--- src/design/bpio_pkg.sv ---
// constants for the bus/port i/o control block: register indexes, fields, resets.
// assumes a 5-bit register index bus with 8-bit data.
package bpio_pkg;
  localparam int ADDR_W = 5;
  localparam logic [4:0] IDX_UPPER_DATA = 5'h00;
  localparam logic [4:0] IDX_LOWER_DATA = 5'h01;
  localparam logic [4:0] IDX_UPPER_DIR = 5'h02;
  localparam logic [4:0] IDX_LOWER_DIR = 5'h03;
  localparam logic [4:0] IDX_CTRL_DATA = 5'h08;
  localparam logic [4:0] IDX_CTRL_DIR = 5'h09;
  localparam logic [4:0] IDX_FUNC_SEL = 5'h0a;
  localparam logic [4:0] IDX_PULLUP = 5'h0c;
  localparam logic [4:0] IDX_LOW_DRIVE = 5'h0d;
  localparam logic [4:0] IDX_EXPANSION_LIMIT = 5'h10;
  // function select fields, same positions as the control port pins they steer
  localparam int FS_DATA_BUS_ENABLE_DISABLE = 7;
  localparam int FS_CLOCK_MODULE_TEST_OUT = 6;
  localparam int FS_PIPE_STATUS_OUT_ENABLE = 5;
  localparam int FS_NO_E_CLOCK = 4;
  localparam int FS_LOW_STROBE_ENABLE = 3;
  localparam int FS_READ_WRITE_PIN_ENABLE = 2;
  localparam logic [7:0] FS_RST_NORMAL_SINGLE = 8'h90;
  localparam logic [7:0] FS_RST_SPECIAL_SINGLE = 8'h80;
  localparam logic [7:0] FS_RST_NORMAL_EXP = 8'h80;
  localparam logic [7:0] FS_RST_SPECIAL_EXP = 8'hac;
  localparam logic [7:0] FS_RST_PERIPHERAL = 8'h90;
  // pullup and reduced drive share one layout
  localparam int PU_CONTROL = 4;
  localparam int PU_LOWER = 1;
  localparam int PU_UPPER = 0;
  localparam logic [7:0] PU_MASK = 8'h13;
  localparam logic [7:0] PULLUP_RST = 8'h10;
  localparam logic [7:0] LOW_DRIVE_RST = 8'h00;
  localparam logic [7:0] PORT_RST = 8'h00;
  localparam logic [7:0] CTRL_OUT_MASK = 8'hfc;
  localparam logic [7:0] CTRL_PULLUP_MASK = 8'h8f;
  localparam logic [7:0] CTRL_ALWAYS_PULLUP = 8'h02;
  localparam logic [7:0] ALL_OUT_MASK = 8'hff;
  typedef enum logic [1:0] {
    ST_LOAD = 2'b01,
    ST_RUN = 2'b10
  } init_state_t;
endpackage

--- src/design/port_pins_if.sv ---
// pin group carried between the top and one port slice.
// assumes the owner drives pin levels and alternate-function selects.
interface port_pins_if #(parameter int W = 8);
  logic [W-1:0] pin_in;
  logic [W-1:0] pin_out;
  logic [W-1:0] pin_oe;
  logic [W-1:0] alt_sel;
  logic [W-1:0] alt_out;
  logic [W-1:0] alt_oe;
  modport slice (input pin_in, alt_sel, alt_out, alt_oe, output pin_out, pin_oe);
  modport owner (output pin_in, alt_sel, alt_out, alt_oe, input pin_out, pin_oe);
endinterface

--- src/design/bus_port_io_control.sv ---
// bus/port i/o control: two address/data ports and the bus-control port.
// assumes mode inputs are static straps and alternate signals come from
// the bus controller on the same clock.
module bus_port_io_control (
  input wire logic i_clk,
  input wire logic i_rst_n,
  input wire logic [4:0] i_addr,
  input wire logic [7:0] i_wdata,
  input wire logic i_wr,
  input wire logic i_rd,
  output logic [7:0] o_rdata,
  output logic o_ext_access,
  input wire logic i_mode_special,
  input wire logic i_mode_expanded,
  input wire logic i_mode_peripheral,
  input wire logic i_mode_narrow,
  input wire logic i_emulate_control_port,
  input wire logic i_internal_visibility,
  input wire logic i_e_clock_stretch,
  input wire logic i_tagging_on,
  input wire logic [15:0] i_bus_out,
  input wire logic i_bus_drive,
  input wire logic i_e_clock,
  input wire logic i_e_clock_fall,
  input wire logic i_read_write,
  input wire logic i_low_byte_strobe,
  input wire logic i_data_bus_enable,
  input wire logic [1:0] i_pipe_status,
  input wire logic i_clock_module_test,
  input wire logic [7:0] i_upper_pin_in,
  output logic [7:0] o_upper_pin_out,
  output logic [7:0] o_upper_pin_oe,
  output logic [7:0] o_upper_pullup,
  output logic o_upper_low_drive,
  input wire logic [7:0] i_lower_pin_in,
  output logic [7:0] o_lower_pin_out,
  output logic [7:0] o_lower_pin_oe,
  output logic [7:0] o_lower_pullup,
  output logic o_lower_low_drive,
  input wire logic [7:0] i_control_pin_in,
  output logic [7:0] o_control_pin_out,
  output logic [7:0] o_control_pin_oe,
  output logic [7:0] o_control_pullup,
  output logic o_control_low_drive,
  output logic o_low_byte_tag
);
  bpio_pkg::init_state_t state_ff;
  logic ready;
  logic single;
  logic normal_exp;
  logic bus_used;
  logic defined;
  logic is_ab;
  logic is_ctrl;
  logic removed;
  logic wr_ok;
  logic rd_ok;
  logic fs_wr;
  logic fs_acc;
  logic fs_written;
  logic no_e_clock_acc;
  logic ld_wr;
  logic ld_acc;
  logic [7:0] func_sel_ff;
  logic [7:0] nxt_func_sel;
  logic [7:0] fs_reset;
  logic [7:0] pullup_ff;
  logic [7:0] low_drive_ff;
  logic [7:0] rdata_ff;
  logic [7:0] nxt_rdata;
  logic tag_ff;
  logic nxt_tag;
  logic pipe_on;
  logic cgm_on;
  logic e_on;
  logic strobe_on;
  logic rw_on;
  logic [7:0] ctrl_sel;
  logic [7:0] upper_rd;
  logic [7:0] upper_dir;
  logic [7:0] lower_rd;
  logic [7:0] lower_dir;
  logic [7:0] ctrl_rd;
  logic [7:0] ctrl_dir;

  port_pins_if #(.W(8)) upper_if ();
  port_pins_if #(.W(8)) lower_if ();
  port_pins_if #(.W(8)) ctrl_if ();

  assign single = ~i_mode_expanded & ~i_mode_peripheral;
  assign normal_exp = i_mode_expanded & ~i_mode_special;
  // in peripheral mode an outside master owns the address/data pins too
  assign bus_used = i_mode_expanded | i_mode_peripheral;

  // the mode straps are only trusted once reset has released, so the
  // mode-dependent function select value is loaded in the first clocked cycle
  always_ff @(posedge i_clk or negedge i_rst_n) begin
    if (!i_rst_n) begin
      state_ff <= bpio_pkg::ST_LOAD;
    end else begin
      case (state_ff)
        bpio_pkg::ST_LOAD: state_ff <= bpio_pkg::ST_RUN;
        bpio_pkg::ST_RUN: state_ff <= bpio_pkg::ST_RUN;
        default: state_ff <= bpio_pkg::ST_LOAD;
      endcase
    end
  end

  assign ready = (state_ff == bpio_pkg::ST_RUN);

  always_comb begin
    defined = 1'b0;
    case (i_addr)
      bpio_pkg::IDX_UPPER_DATA,
      bpio_pkg::IDX_LOWER_DATA,
      bpio_pkg::IDX_UPPER_DIR,
      bpio_pkg::IDX_LOWER_DIR,
      bpio_pkg::IDX_CTRL_DATA,
      bpio_pkg::IDX_CTRL_DIR,
      bpio_pkg::IDX_FUNC_SEL,
      bpio_pkg::IDX_PULLUP,
      bpio_pkg::IDX_LOW_DRIVE: defined = 1'b1;
      default: defined = 1'b0;
    endcase
  end

  assign is_ab = (i_addr == bpio_pkg::IDX_UPPER_DATA) | (i_addr == bpio_pkg::IDX_LOWER_DATA)
               | (i_addr == bpio_pkg::IDX_UPPER_DIR) | (i_addr == bpio_pkg::IDX_LOWER_DIR);
  assign is_ctrl = (i_addr == bpio_pkg::IDX_CTRL_DATA) | (i_addr == bpio_pkg::IDX_CTRL_DIR);

  // every register of this block sits below the expansion limit, so
  // peripheral mode hides function select, pullup and drive as well
  assign removed = (i_mode_peripheral & (i_addr < bpio_pkg::IDX_EXPANSION_LIMIT))
                 | (i_mode_expanded & is_ab)
                 | (i_mode_expanded & i_emulate_control_port & is_ctrl);

  assign wr_ok = i_wr & ready & defined & ~removed;
  assign rd_ok = i_rd & ready & defined & ~removed;
  assign o_ext_access = (i_wr | i_rd) & ready & defined & removed;
  assign fs_wr = wr_ok & (i_addr == bpio_pkg::IDX_FUNC_SEL);
  assign ld_wr = wr_ok & (i_addr == bpio_pkg::IDX_LOW_DRIVE);

  write_gate #(.IGNORE_FIRST_SPECIAL(1'b1)) u_fs_gate (
    .i_clk(i_clk),
    .i_rst_n(i_rst_n),
    .i_write(fs_wr),
    .i_special(i_mode_special),
    .o_accept(fs_acc),
    .o_written(fs_written)
  );

  write_gate #(.IGNORE_FIRST_SPECIAL(1'b0)) u_no_e_clock_gate (
    .i_clk(i_clk),
    .i_rst_n(i_rst_n),
    .i_write(fs_wr),
    .i_special(i_mode_special),
    .o_accept(no_e_clock_acc),
    .o_written()
  );

  write_gate #(.IGNORE_FIRST_SPECIAL(1'b1)) u_ld_gate (
    .i_clk(i_clk),
    .i_rst_n(i_rst_n),
    .i_write(ld_wr),
    .i_special(i_mode_special),
    .o_accept(ld_acc),
    .o_written()
  );

  always_comb begin
    if (i_mode_peripheral) begin
      fs_reset = bpio_pkg::FS_RST_PERIPHERAL;
    end else if (single) begin
      fs_reset = i_mode_special ? bpio_pkg::FS_RST_SPECIAL_SINGLE
                                : bpio_pkg::FS_RST_NORMAL_SINGLE;
    end else begin
      fs_reset = i_mode_special ? bpio_pkg::FS_RST_SPECIAL_EXP
                                : bpio_pkg::FS_RST_NORMAL_EXP;
    end
  end

  always_comb begin
    nxt_func_sel = func_sel_ff;
    if (!ready) begin
      nxt_func_sel = fs_reset;
    end else begin
      if (fs_acc) begin
        nxt_func_sel[7:5] = i_wdata[7:5];
        nxt_func_sel[3:2] = i_wdata[3:2];
      end
      if (no_e_clock_acc && single) begin
        nxt_func_sel[bpio_pkg::FS_NO_E_CLOCK] = i_wdata[bpio_pkg::FS_NO_E_CLOCK];
      end
    end
    // the external address is demultiplexed on e, so it cannot be turned off
    if (i_mode_expanded) begin
      nxt_func_sel[bpio_pkg::FS_NO_E_CLOCK] = 1'b0;
    end
  end

  always_ff @(posedge i_clk or negedge i_rst_n) begin
    if (!i_rst_n) begin
      func_sel_ff <= bpio_pkg::FS_RST_NORMAL_SINGLE;
    end else begin
      func_sel_ff <= nxt_func_sel;
    end
  end

  always_ff @(posedge i_clk or negedge i_rst_n) begin
    if (!i_rst_n) begin
      pullup_ff <= bpio_pkg::PULLUP_RST;
    end else if (wr_ok && i_addr == bpio_pkg::IDX_PULLUP) begin
      pullup_ff <= i_wdata & bpio_pkg::PU_MASK;
    end
  end

  always_ff @(posedge i_clk or negedge i_rst_n) begin
    if (!i_rst_n) begin
      low_drive_ff <= bpio_pkg::LOW_DRIVE_RST;
    end else if (ld_acc) begin
      low_drive_ff <= i_wdata & bpio_pkg::PU_MASK;
    end
  end

  // address/data ports: the bus controller owns drive and value when bus used
  assign upper_if.pin_in = i_upper_pin_in;
  assign upper_if.alt_sel = {8{bus_used}};
  assign upper_if.alt_out = i_bus_out[15:8];
  assign upper_if.alt_oe = {8{bus_used & i_bus_drive}};
  assign lower_if.pin_in = i_lower_pin_in;
  assign lower_if.alt_sel = {8{bus_used}};
  assign lower_if.alt_out = i_bus_out[7:0];
  assign lower_if.alt_oe = {8{bus_used & i_bus_drive}};

  // control port function resolution
  assign pipe_on = func_sel_ff[bpio_pkg::FS_PIPE_STATUS_OUT_ENABLE] & ~single;
  assign cgm_on = func_sel_ff[bpio_pkg::FS_CLOCK_MODULE_TEST_OUT]
                & ~single & ~normal_exp;
  assign e_on = ~func_sel_ff[bpio_pkg::FS_NO_E_CLOCK]
              & (~single | i_internal_visibility | ~i_e_clock_stretch);
  assign strobe_on = func_sel_ff[bpio_pkg::FS_LOW_STROBE_ENABLE]
                   & ~single & ~(normal_exp & i_mode_narrow);
  assign rw_on = func_sel_ff[bpio_pkg::FS_READ_WRITE_PIN_ENABLE] & ~single;

  assign ctrl_sel = {~func_sel_ff[bpio_pkg::FS_DATA_BUS_ENABLE_DISABLE],
                     pipe_on | cgm_on,
                     pipe_on,
                     e_on,
                     strobe_on,
                     rw_on,
                     2'b00};

  assign ctrl_if.pin_in = i_control_pin_in;
  assign ctrl_if.alt_sel = ctrl_sel;
  assign ctrl_if.alt_oe = ctrl_sel;
  // pipe status has priority over the clock module test signal on bit 6
  assign ctrl_if.alt_out = {i_data_bus_enable,
                            pipe_on ? i_pipe_status[1] : i_clock_module_test,
                            i_pipe_status[0],
                            i_e_clock,
                            i_low_byte_strobe,
                            i_read_write,
                            2'b00};

  gpio_slice #(.W(8), .OUT_MASK(bpio_pkg::ALL_OUT_MASK)) u_upper (
    .i_clk(i_clk),
    .i_rst_n(i_rst_n),
    .i_wr_data(wr_ok && i_addr == bpio_pkg::IDX_UPPER_DATA),
    .i_wr_dir(wr_ok && i_addr == bpio_pkg::IDX_UPPER_DIR),
    .i_wdata(i_wdata),
    .pins(upper_if.slice),
    .o_data_rd(upper_rd),
    .o_dir_rd(upper_dir)
  );

  gpio_slice #(.W(8), .OUT_MASK(bpio_pkg::ALL_OUT_MASK)) u_lower (
    .i_clk(i_clk),
    .i_rst_n(i_rst_n),
    .i_wr_data(wr_ok && i_addr == bpio_pkg::IDX_LOWER_DATA),
    .i_wr_dir(wr_ok && i_addr == bpio_pkg::IDX_LOWER_DIR),
    .i_wdata(i_wdata),
    .pins(lower_if.slice),
    .o_data_rd(lower_rd),
    .o_dir_rd(lower_dir)
  );

  gpio_slice #(.W(8), .OUT_MASK(bpio_pkg::CTRL_OUT_MASK)) u_ctrl (
    .i_clk(i_clk),
    .i_rst_n(i_rst_n),
    .i_wr_data(wr_ok && i_addr == bpio_pkg::IDX_CTRL_DATA),
    .i_wr_dir(wr_ok && i_addr == bpio_pkg::IDX_CTRL_DIR),
    .i_wdata(i_wdata),
    .pins(ctrl_if.slice),
    .o_data_rd(ctrl_rd),
    .o_dir_rd(ctrl_dir)
  );

  assign o_upper_pin_out = upper_if.pin_out;
  assign o_upper_pin_oe = upper_if.pin_oe;
  assign o_lower_pin_out = lower_if.pin_out;
  assign o_lower_pin_oe = lower_if.pin_oe;
  assign o_control_pin_out = ctrl_if.pin_out;
  assign o_control_pin_oe = ctrl_if.pin_oe;

  assign o_upper_pullup = {8{pullup_ff[bpio_pkg::PU_UPPER] & ~bus_used}}
                        & ~upper_if.pin_oe;
  assign o_lower_pullup = {8{pullup_ff[bpio_pkg::PU_LOWER] & ~bus_used}}
                        & ~lower_if.pin_oe;
  assign o_control_pullup = ({8{pullup_ff[bpio_pkg::PU_CONTROL]}} & bpio_pkg::CTRL_PULLUP_MASK
                             & ~ctrl_if.pin_oe) | bpio_pkg::CTRL_ALWAYS_PULLUP;
  // reduced drive is per port and ignores which function the pin serves
  assign o_upper_low_drive = low_drive_ff[bpio_pkg::PU_UPPER];
  assign o_lower_low_drive = low_drive_ff[bpio_pkg::PU_LOWER];
  assign o_control_low_drive = low_drive_ff[bpio_pkg::PU_CONTROL];

  always_comb begin
    nxt_rdata = 8'h00;
    if (rd_ok) begin
      case (i_addr)
        bpio_pkg::IDX_UPPER_DATA: nxt_rdata = upper_rd;
        bpio_pkg::IDX_LOWER_DATA: nxt_rdata = lower_rd;
        bpio_pkg::IDX_UPPER_DIR: nxt_rdata = upper_dir;
        bpio_pkg::IDX_LOWER_DIR: nxt_rdata = lower_dir;
        bpio_pkg::IDX_CTRL_DATA: nxt_rdata = ctrl_rd;
        bpio_pkg::IDX_CTRL_DIR: nxt_rdata = ctrl_dir;
        bpio_pkg::IDX_FUNC_SEL: nxt_rdata = func_sel_ff;
        bpio_pkg::IDX_PULLUP: nxt_rdata = pullup_ff;
        bpio_pkg::IDX_LOW_DRIVE: nxt_rdata = low_drive_ff;
        default: nxt_rdata = 8'h00;
      endcase
    end
  end

  always_ff @(posedge i_clk or negedge i_rst_n) begin
    if (!i_rst_n) begin
      rdata_ff <= 8'h00;
    end else begin
      rdata_ff <= nxt_rdata;
    end
  end

  assign o_rdata = rdata_ff;

  assign nxt_tag = i_mode_special & i_mode_expanded & strobe_on & i_tagging_on
                 & i_e_clock_fall & ~i_control_pin_in[3];

  always_ff @(posedge i_clk or negedge i_rst_n) begin
    if (!i_rst_n) begin
      tag_ff <= 1'b0;
    end else begin
      tag_ff <= nxt_tag;
    end
  end

  assign o_low_byte_tag = tag_ff;
endmodule // bus_port_io_control

--- src/design/gpio_slice.sv ---
// one port: output latch, direction and pin mux.
// assumes the owner resolves alternate functions and drives pin_in.
module gpio_slice #(
  parameter int W = 8,
  parameter logic [W-1:0] OUT_MASK = '1
) (
  input wire logic i_clk,
  input wire logic i_rst_n,
  input wire logic i_wr_data,
  input wire logic i_wr_dir,
  input wire logic [W-1:0] i_wdata,
  port_pins_if.slice pins,
  output logic [W-1:0] o_data_rd,
  output logic [W-1:0] o_dir_rd
);
  logic [W-1:0] latch_ff;
  logic [W-1:0] dir_ff;
  logic [W-1:0] gpio_out;

  if (W < 1 || W > 8) begin : g_bad_width
    $error("gpio_slice width must be 1 to 8");
  end

  always_ff @(posedge i_clk or negedge i_rst_n) begin
    if (!i_rst_n) begin
      latch_ff <= '0;
    end else if (i_wr_data) begin
      latch_ff <= i_wdata;
    end
  end

  // pins that can never drive keep a zero direction bit
  always_ff @(posedge i_clk or negedge i_rst_n) begin
    if (!i_rst_n) begin
      dir_ff <= '0;
    end else if (i_wr_dir) begin
      dir_ff <= i_wdata & OUT_MASK;
    end
  end

  assign gpio_out = ~pins.alt_sel & dir_ff;
  assign pins.pin_out = (pins.alt_sel & pins.alt_out) | (~pins.alt_sel & latch_ff);
  assign pins.pin_oe = ((pins.alt_sel & pins.alt_oe) | gpio_out) & OUT_MASK;
  assign o_data_rd = (gpio_out & latch_ff) | (~gpio_out & pins.pin_in);
  assign o_dir_rd = dir_ff;
endmodule // gpio_slice

--- src/design/write_gate.sv ---
// write-once / skip-first-write gate for a configuration register.
// assumes i_write is already qualified by the register being in the map.
module write_gate #(
  parameter bit IGNORE_FIRST_SPECIAL = 1'b1
) (
  input wire logic i_clk,
  input wire logic i_rst_n,
  input wire logic i_write,
  input wire logic i_special,
  output logic o_accept,
  output logic o_written
);
  logic written_ff;

  always_ff @(posedge i_clk or negedge i_rst_n) begin
    if (!i_rst_n) begin
      written_ff <= 1'b0;
    end else if (i_write) begin
      written_ff <= 1'b1;
    end
  end

  // an ignored first write still counts as the first one
  assign o_accept = i_write & (i_special ? (IGNORE_FIRST_SPECIAL ? written_ff : 1'b1)
                                         : ~written_ff);
  assign o_written = written_ff;
endmodule // write_gate

--- config.mk ---
export PLATFORM = sky130hd
export DESIGN_NAME = bus_port_io_control
export DESIGN_NICKNAME = d
export VERILOG_FILES = /design/src/design/bpio_pkg.sv /design/src/design/port_pins_if.sv /design/src/design/bus_port_io_control.sv /design/src/design/gpio_slice.sv /design/src/design/write_gate.sv
export SDC_FILE = /design/constraint.sdc
export NUM_CORES = 1
export LEC_CHECK = 0
export ABC_CLOCK_PERIOD_IN_PS = 2200
export BUFFER_PORTS_ARGS = -buffer_cell sky130_fd_sc_hd__buf_2
export CORE_UTILIZATION = 47
export DETAILED_ROUTE_END_ITERATION = 8
export PLACE_DENSITY = 0.78
export SLEW_MARGIN = 10
export SYNTH_ARGS = -nofsm -noshare
export SYNTH_HDL_FRONTEND = slang
export SYNTH_HIERARCHICAL = 1
export SYNTH_SLANG_ARGS = --single-unit
--- constraint.sdc ---
create_clock -name i_clk -period 2.2 [get_ports i_clk]
set_input_delay 0.33 -clock i_clk [delete_from_list [all_inputs] [get_ports i_clk]]
set_output_delay 0.33 -clock i_clk [all_outputs]
set_load 0.005 [all_outputs]
# ---- After elaboration in Yosys (flattened, before gate mapping)
# Memory sizes are Yosys's and may differ from the RTL's.
# Cells that the tools add are included.
dict set report op_classes {
  order_cmp 1
  eq_ne 12
  muxes 17
  n_bitwise 98
  reduce_logical 10
}
# cell n
set ops {}
lappend ops {{8-bit AND} 20}
lappend ops {{8-bit OR} 9}
lappend ops {{8-bit one-hot mux with 9 select lines} 1}
lappend ops {{8-bit NOT} 8}
lappend ops {{1-bit AND} 36}
lappend ops {{5-bit by 4-bit == test with 1-bit output, second input constant} 5}
lappend ops {{6-bit two-way mux} 3}
lappend ops {{8-bit two-way mux} 2}
lappend ops {{1-bit NOT} 14}
lappend ops {{1-bit OR} 11}
lappend ops {{5-bit by 2-bit == test with 1-bit output, second input constant} 2}
lappend ops {{1-bit logical AND} 8}
lappend ops {{1-bit two-way mux} 7}
lappend ops {{5-bit by 1-bit == test with 1-bit output, second input constant} 1}
lappend ops {{5-bit logical NOT} 1}
lappend ops {{5-bit less-than comparator, second input constant} 1}
lappend ops {{5-bit two-way mux} 1}
lappend ops {{2-bit two-way mux} 2}
lappend ops {{3-bit two-way mux} 1}
lappend ops {{3-bit by 2-bit != test with 1-bit output, second input constant} 1}
lappend ops {{2-bit by 1-bit == test with 1-bit output, second input constant} 1}
lappend ops {{2-bit == test, second input constant} 1}
lappend ops {{2-bit by 1-bit != test with 1-bit output, second input constant} 1}
lappend ops {{2-bit OR reduction} 1}
dict set report word_totals {
  reg_bits 73
  romBits 16
  inputBits 74
  out_inout_bits 85
  wordCells 155
  n_memories 1
}
# memory depth width rd rd_clocked_by_memory_dff wr line_no
set memory_table {}
lappend memory_table {{(name not given)} 16 1 1 0 0 bus_port_io_control.sv:113} ;# case (i_addr)

# ---- Depth between registers and ports, before layout
dict set report logic_depth {
  ltp_word 15
  depth_mapped 10
  depth_no_buf 9
}

# ---- Cells and area by module
# The synthesis kept the hierarchy.
# mod instances cells_per_inst area_each_um2 seq_area_each_um2
set modules_own_cells {}
lappend modules_own_cells {{gpio_slice (u_lower ...)} 2 74 1043.5 400.4}
lappend modules_own_cells {bus_port_io_control 1 209 1806.7 580.6}
lappend modules_own_cells {{gpio_slice (u_ctrl)} 1 68 912.1 350.3}
lappend modules_own_cells {{write_gate (u_fs_gate ...)} 2 4 46.3 25.0}
lappend modules_own_cells {{write_gate (u_no_e_clock_gate)} 1 4 42.5 25.0}

# ---- Least setup slack after synthesis
# Ideal clock, no wire load.
dict set report synth_path {
  path_type {input-to-reg}
  from {input i_mode_expanded}
  to {register rdata_ff[4] (netlist: o_rdata[4])}
  setup_ns 0.086
  t_arrival_ns 2.850
  required_ns 2.114
  setup_slack_ns -0.736
  cell_stages 9
  path_buffers 1
  path_cell_list {clkbuf_1 > nor2_1 > inv_1 > nand2b_4 > mux2_4 > or3b_1 > a2111oi_2 > a31oi_1 > a31oi_1}
}
dict set report synth_between {
  word_cells_on_any_way 33
  cone_classes {2 x mux; 31 x bitwise}
}
# element line_no
set synth_rtl {}
lappend synth_rtl {{start: declaration} bus_port_io_control.sv:14} ;# input wire logic i_mode_expanded,
lappend synth_rtl {{1-bit OR (*)} bus_port_io_control.sv:93} ;# assign bus_used = i_mode_expanded | i_mode_peripheral;
lappend synth_rtl {{named net bus_used} bus_port_io_control.sv:51} ;# logic bus_used;
lappend synth_rtl {{8-bit NOT (*)} gpio_slice.sv:41} ;# assign gpio_out = ~pins.alt_sel & dir_ff;
lappend synth_rtl {{8-bit AND (*)} gpio_slice.sv:41}
lappend synth_rtl {{8-bit NOT} gpio_slice.sv:44} ;# assign o_data_rd = (gpio_out & latch_ff) | (~gpio_out & pins.pin_in);
lappend synth_rtl {{8-bit AND} gpio_slice.sv:44}
lappend synth_rtl {{8-bit OR (*)} gpio_slice.sv:44}
lappend synth_rtl {{named net upper_rd[4]} bus_port_io_control.sv:79} ;# logic [7:0] upper_rd;
lappend synth_rtl {{8-bit one-hot mux with 9 select lines (*)} bus_port_io_control.sv:319} ;# case (i_addr)
lappend synth_rtl {{8-bit two-way mux (*)} bus_port_io_control.sv:318} ;# if (rd_ok) begin
lappend synth_rtl {{named net nxt_rdata[4]} bus_port_io_control.sv:70} ;# logic [7:0] nxt_rdata;
lappend synth_rtl {{end signal: assignment} bus_port_io_control.sv:338} ;# rdata_ff <= nxt_rdata;
lappend synth_rtl {{end: declaration} bus_port_io_control.sv:69} ;# logic [7:0] rdata_ff;
# Mark *: on every way through the listed nets, which the timed path passes. The rest lies on a longest branch.
# A chain may end at the register's enable or synchronous reset.

# ---- Final worst setup path
dict set report layout_path {
  from {register state_ff[0]}
  to {register u_ctrl.latch_ff[4]}
}
dict set report layout_between {
  elab_chain_len 5
}
# element line_no
set layout_rtl {}
lappend layout_rtl {{start: declaration} bus_port_io_control.sv:47} ;# bpio_pkg::init_state_t state_ff;
lappend layout_rtl {{start signal: assignment} bus_port_io_control.sv:99} ;# state_ff <= bpio_pkg::ST_LOAD;
lappend layout_rtl {{start signal: assignment} bus_port_io_control.sv:102} ;# bpio_pkg::ST_LOAD: state_ff <= bpio_pkg::ST_RUN;
lappend layout_rtl {{start signal: assignment} bus_port_io_control.sv:103} ;# bpio_pkg::ST_RUN: state_ff <= bpio_pkg::ST_RUN;
lappend layout_rtl {{2-bit == test} bus_port_io_control.sv:109} ;# assign ready = (state_ff == bpio_pkg::ST_RUN);
lappend layout_rtl {{1-bit AND (3 in series)} bus_port_io_control.sv:137} ;# assign wr_ok = i_wr & ready & defined & ~removed;
lappend layout_rtl {{1-bit logical AND} bus_port_io_control.sv:290} ;# .i_wr_data(wr_ok && i_addr == bpio_pkg::IDX_CTRL_DATA),
lappend layout_rtl {{end signal: assignment} gpio_slice.sv:28} ;# latch_ff <= i_wdata;
lappend layout_rtl {{end: declaration} gpio_slice.sv:16} ;# logic [W-1:0] latch_ff;
# Every way passes these cells.

==> results.md <==
* Status: complete, no violations
* Async SR Flop Fraction at 100%
* Antenna violations before repair at 0
* Crit-path most repeated cell: buf_4
* WL final at 13700 µm
* Bufs on Longest Clock Path at 2
* Most frequent cells in the layout: buf_2 (151), dfrtp_1 (68), mux2_4 (62), nand2_1 (58), mux2_2 (39)
* Row count at 37
* Crit path time final at around 2.1 ns
* Fraction of layout cells with a size suffix above 1 at 55.5%
* Post-synth top area share at between 30 and 40%
* Synth Register Bits at 72
* Commonest non-fill, non-tap cell in the layout: buf_2
* Design Area, Final at about 6200 µm²
* Worst slew pin tran at 0.778 ns
* Crit Path Category: reg2reg
* IO Pins at 159
* Filler cells at 870
* Worst path bufs/invs at 3
* Final Non-Filler Cells at between 700 and 800
* Fmax at 475 MHz
* LEAKAGE at 3.38 nW
* DR iter-0 viols at 259
* DRT Pass-1 Iters at 4
* CP max stage cell: dfstp_2
* Height of the die at 105 µm
* Avg Inst Size Synth at 11.3 µm²
* Pre-CTS setup slack at -0.107 ns
* Max Cap Viol at 0
* Hold Crit Class: in2reg
* RD Place Congestion at 0.924
* CP peak stage delay at between 0.3 and 0.4 ns
* Clk Latency, worst-skew pair at 0.35 ns
* Main synth FF type: dfrtp_1
* CP cell instances: inv_1 > ha_1 > o211a_1 > nand4_1 > buf_4 > nor4_2 > buf_4 > mux2_4
* Power per Cell Area at 482 nW/µm²
* Synthesis-to-layout area growth at 25.9%
* Worst EP required at 2.43 ns
* CP Capture Type: register
* Top routing layer in use: met4
* Vias at 4081
* Post-synth cell types at 55
* Global route overflow at 0
* Top cells by area, synth: dfrtp_1 (34%), mux2_4 (19%), mux2_2 (8.9%), nand2b_4 (5.8%), nand2_1 (4.4%)
* Final setup TNS at 0 ns
* Register area share after synthesis at 36.6%
* CTS tree: done
* Ant. Diodes at 0
* Synth Warn # at 6
* Number of synthesized flops with an enable pin at 0
* WL met3 at around 780 µm
* Final setup fails at 0
* Startpoint Class: register
* CP Max Fanout at 7
* Clk slew on worst S/H paths at 0.07 ns
* NumNets Final at 697
* Relative slew margins at 47.9%
* Largest net degree at the start of global routing at 38
* Port buffer count at 152
* Post-route ant nets at 0
* DRC violations left at 0
* DP Area at 6040 µm²
* Placed insts at 746
* Vias per cell at approximately 5.3
* Family with the most delay on the worst path: buffers and inverters
* Die Wd at 105 µm
* PnR worst setup slack at about 0.095 ns
* Clock root cell: clkbuf_8
* Htree depth at 3
* M1 WL at 5840 µm
* Skew final at 0.00711 ns
* Avg WL per Cell at 17.9 µm
* Die area at 10900 µm²
* Sink Count at 72
* Core area at ~10000 µm²
* Area of the mapped netlist at 4940 µm²
* Final max-slew violation count at 0
* Total CTS buffers at 9
* Met2 wire len at 6720 µm
* Synth Instances at about 440
* Critical path arrival at 2.34 ns
* First-pass GRT wire length at 21600 µm
* Final Hold Vio Count at 0
* RSZ-0062 raised after global routing: no
* Final core occ at ~60%
* Initial Utilization at about half
* DP HPWL at 10400 µm
* Area leader, netlist: dfrtp_1
* Fin crit share at 95.7%
* Tot GR Track Use at 25.7%
* Worst vdd ir at 0.000277 V
* FF-to-FF setup slack at ~0.095 ns
* Vias in the first global route at roughly 4100
-- power breakdown --
| group | total, W | switching [W] | internal [W] |
|---|---|---|---|
| logic | 0.000641 | 0.000296 | 0.000345 |
| registers | 0.00144 | 0.0000593 | 0.00138 |
| clock network | 0.000916 | 0.000478 | 0.000439 |
| total | 0.00300 | 0.000833 | 0.00217 |
-- logic make-up after synthesis --
group | synth area share [%]
and+or+nand+nor | 19.5
adders and majority gates | 0.253
muxes | 31.6
xor gates and xnor gates | 0.355
AOI/OAI and AO/OA | 6.15
buffers and inverters | 5.39
DFF | 36.6
other | 0.228
-- per-layer routing --
layer | global-route usage, % | vias to the layer above
met1 | 34.3 | 1986
met4 | 10.7 | 0
li1 | - | 1896
met2 | 42.6 | 172
met5 | 0 | -
met3 | 2.68 | 27
-- final timing paths --
| path | from | to | cells past startpoint |
|---|---|---|---|
| worst max-delay path | state_ff[0] | u_ctrl/latch_ff[4] | 8 |
| worst min-delay path | i_control_pin_in[3] | o_low_byte_tag | 2 |
| worst max register to register | state_ff[0] | u_ctrl/latch_ff[4] | 8 |
| worst min register to register | u_no_e_clock_gate/o_written | u_no_e_clock_gate/o_written | 1 |
| max in group asynchronous | i_rst_n | func_sel_ff[4] | 3 |
| min in group asynchronous | i_rst_n | o_low_byte_tag | 2 |
-- cell usage after synthesis (4+ instances only) --
library cell  number
a21oi_1           13
a22oi_1            4
a31oi_1            6
and2_1             5
buf_4             11
buf_6             11
clkbuf_1           4
dfrtp_1           68
dfstp_2            4
inv_1             10
mux2_2            39
mux2_4            62
mux2i_1           10
mux4_2             4
nand2_1           58
nand2b_1           4
nand2b_4          21
nand3_1            4
nor2_1            28
nor2b_1           11
nor3_1            10
o21ai_0            7
-- flip-flops by register name (all words and copies together), names as in the netlist --
name / flops
func_sel_ff: 6
pullup_ff: 3
u_lower/o_dir_rd: 8
u_fs_gate/o_written: 1
u_upper/o_dir_rd: 8
u_upper/latch_ff: 8
u_lower/latch_ff: 8
u_ld_gate/o_written: 1
u_ctrl/o_dir_rd: 6
o_rdata: 8
o_low_byte_tag: 1
u_ctrl/latch_ff: 8
u_no_e_clock_gate/o_written: 1
state_ff: 2
low_drive_ff: 3
-- per-stage QoR --
| stage | hold WS, ns | total power, W |
|---|---|---|
| after floorplan | 0.0344 | 0.00183 |
| after global placement | 0.332 | 0.00208 |
| after detailed placement | 0.338 | 0.00210 |
| after CTS | 0.147 | 0.00302 |
| after global routing | 0.164 | 0.00313 |
| final | 0.166 | 0.00300 |
-- timing repair --
action / CTS / global route
cloned: 0 / 0
endpoints found under the setup margin: 20 / 1
resized for setup: 1 / 1
setup buffers: 0 / 0
hold buffers: 1 / 0
hold endpoints to repair: 34 / 0
-- layout make-up --
type / count / area, µm² / area share (%)
clock buffer: 14 / 153 / 2.45
clock inverter: 2 / 10.0 / 0.161
inverter: 10 / 41.3 / 0.664
multi-input combinational: 337 / 2940 / 47.2
sequential: 72 / 1810 / 29.0
tap: 136 / 170 / 2.74
timing repair buffer: 192 / 1100 / 17.7
Note: power is estimated with default switching activity, not from simulation.
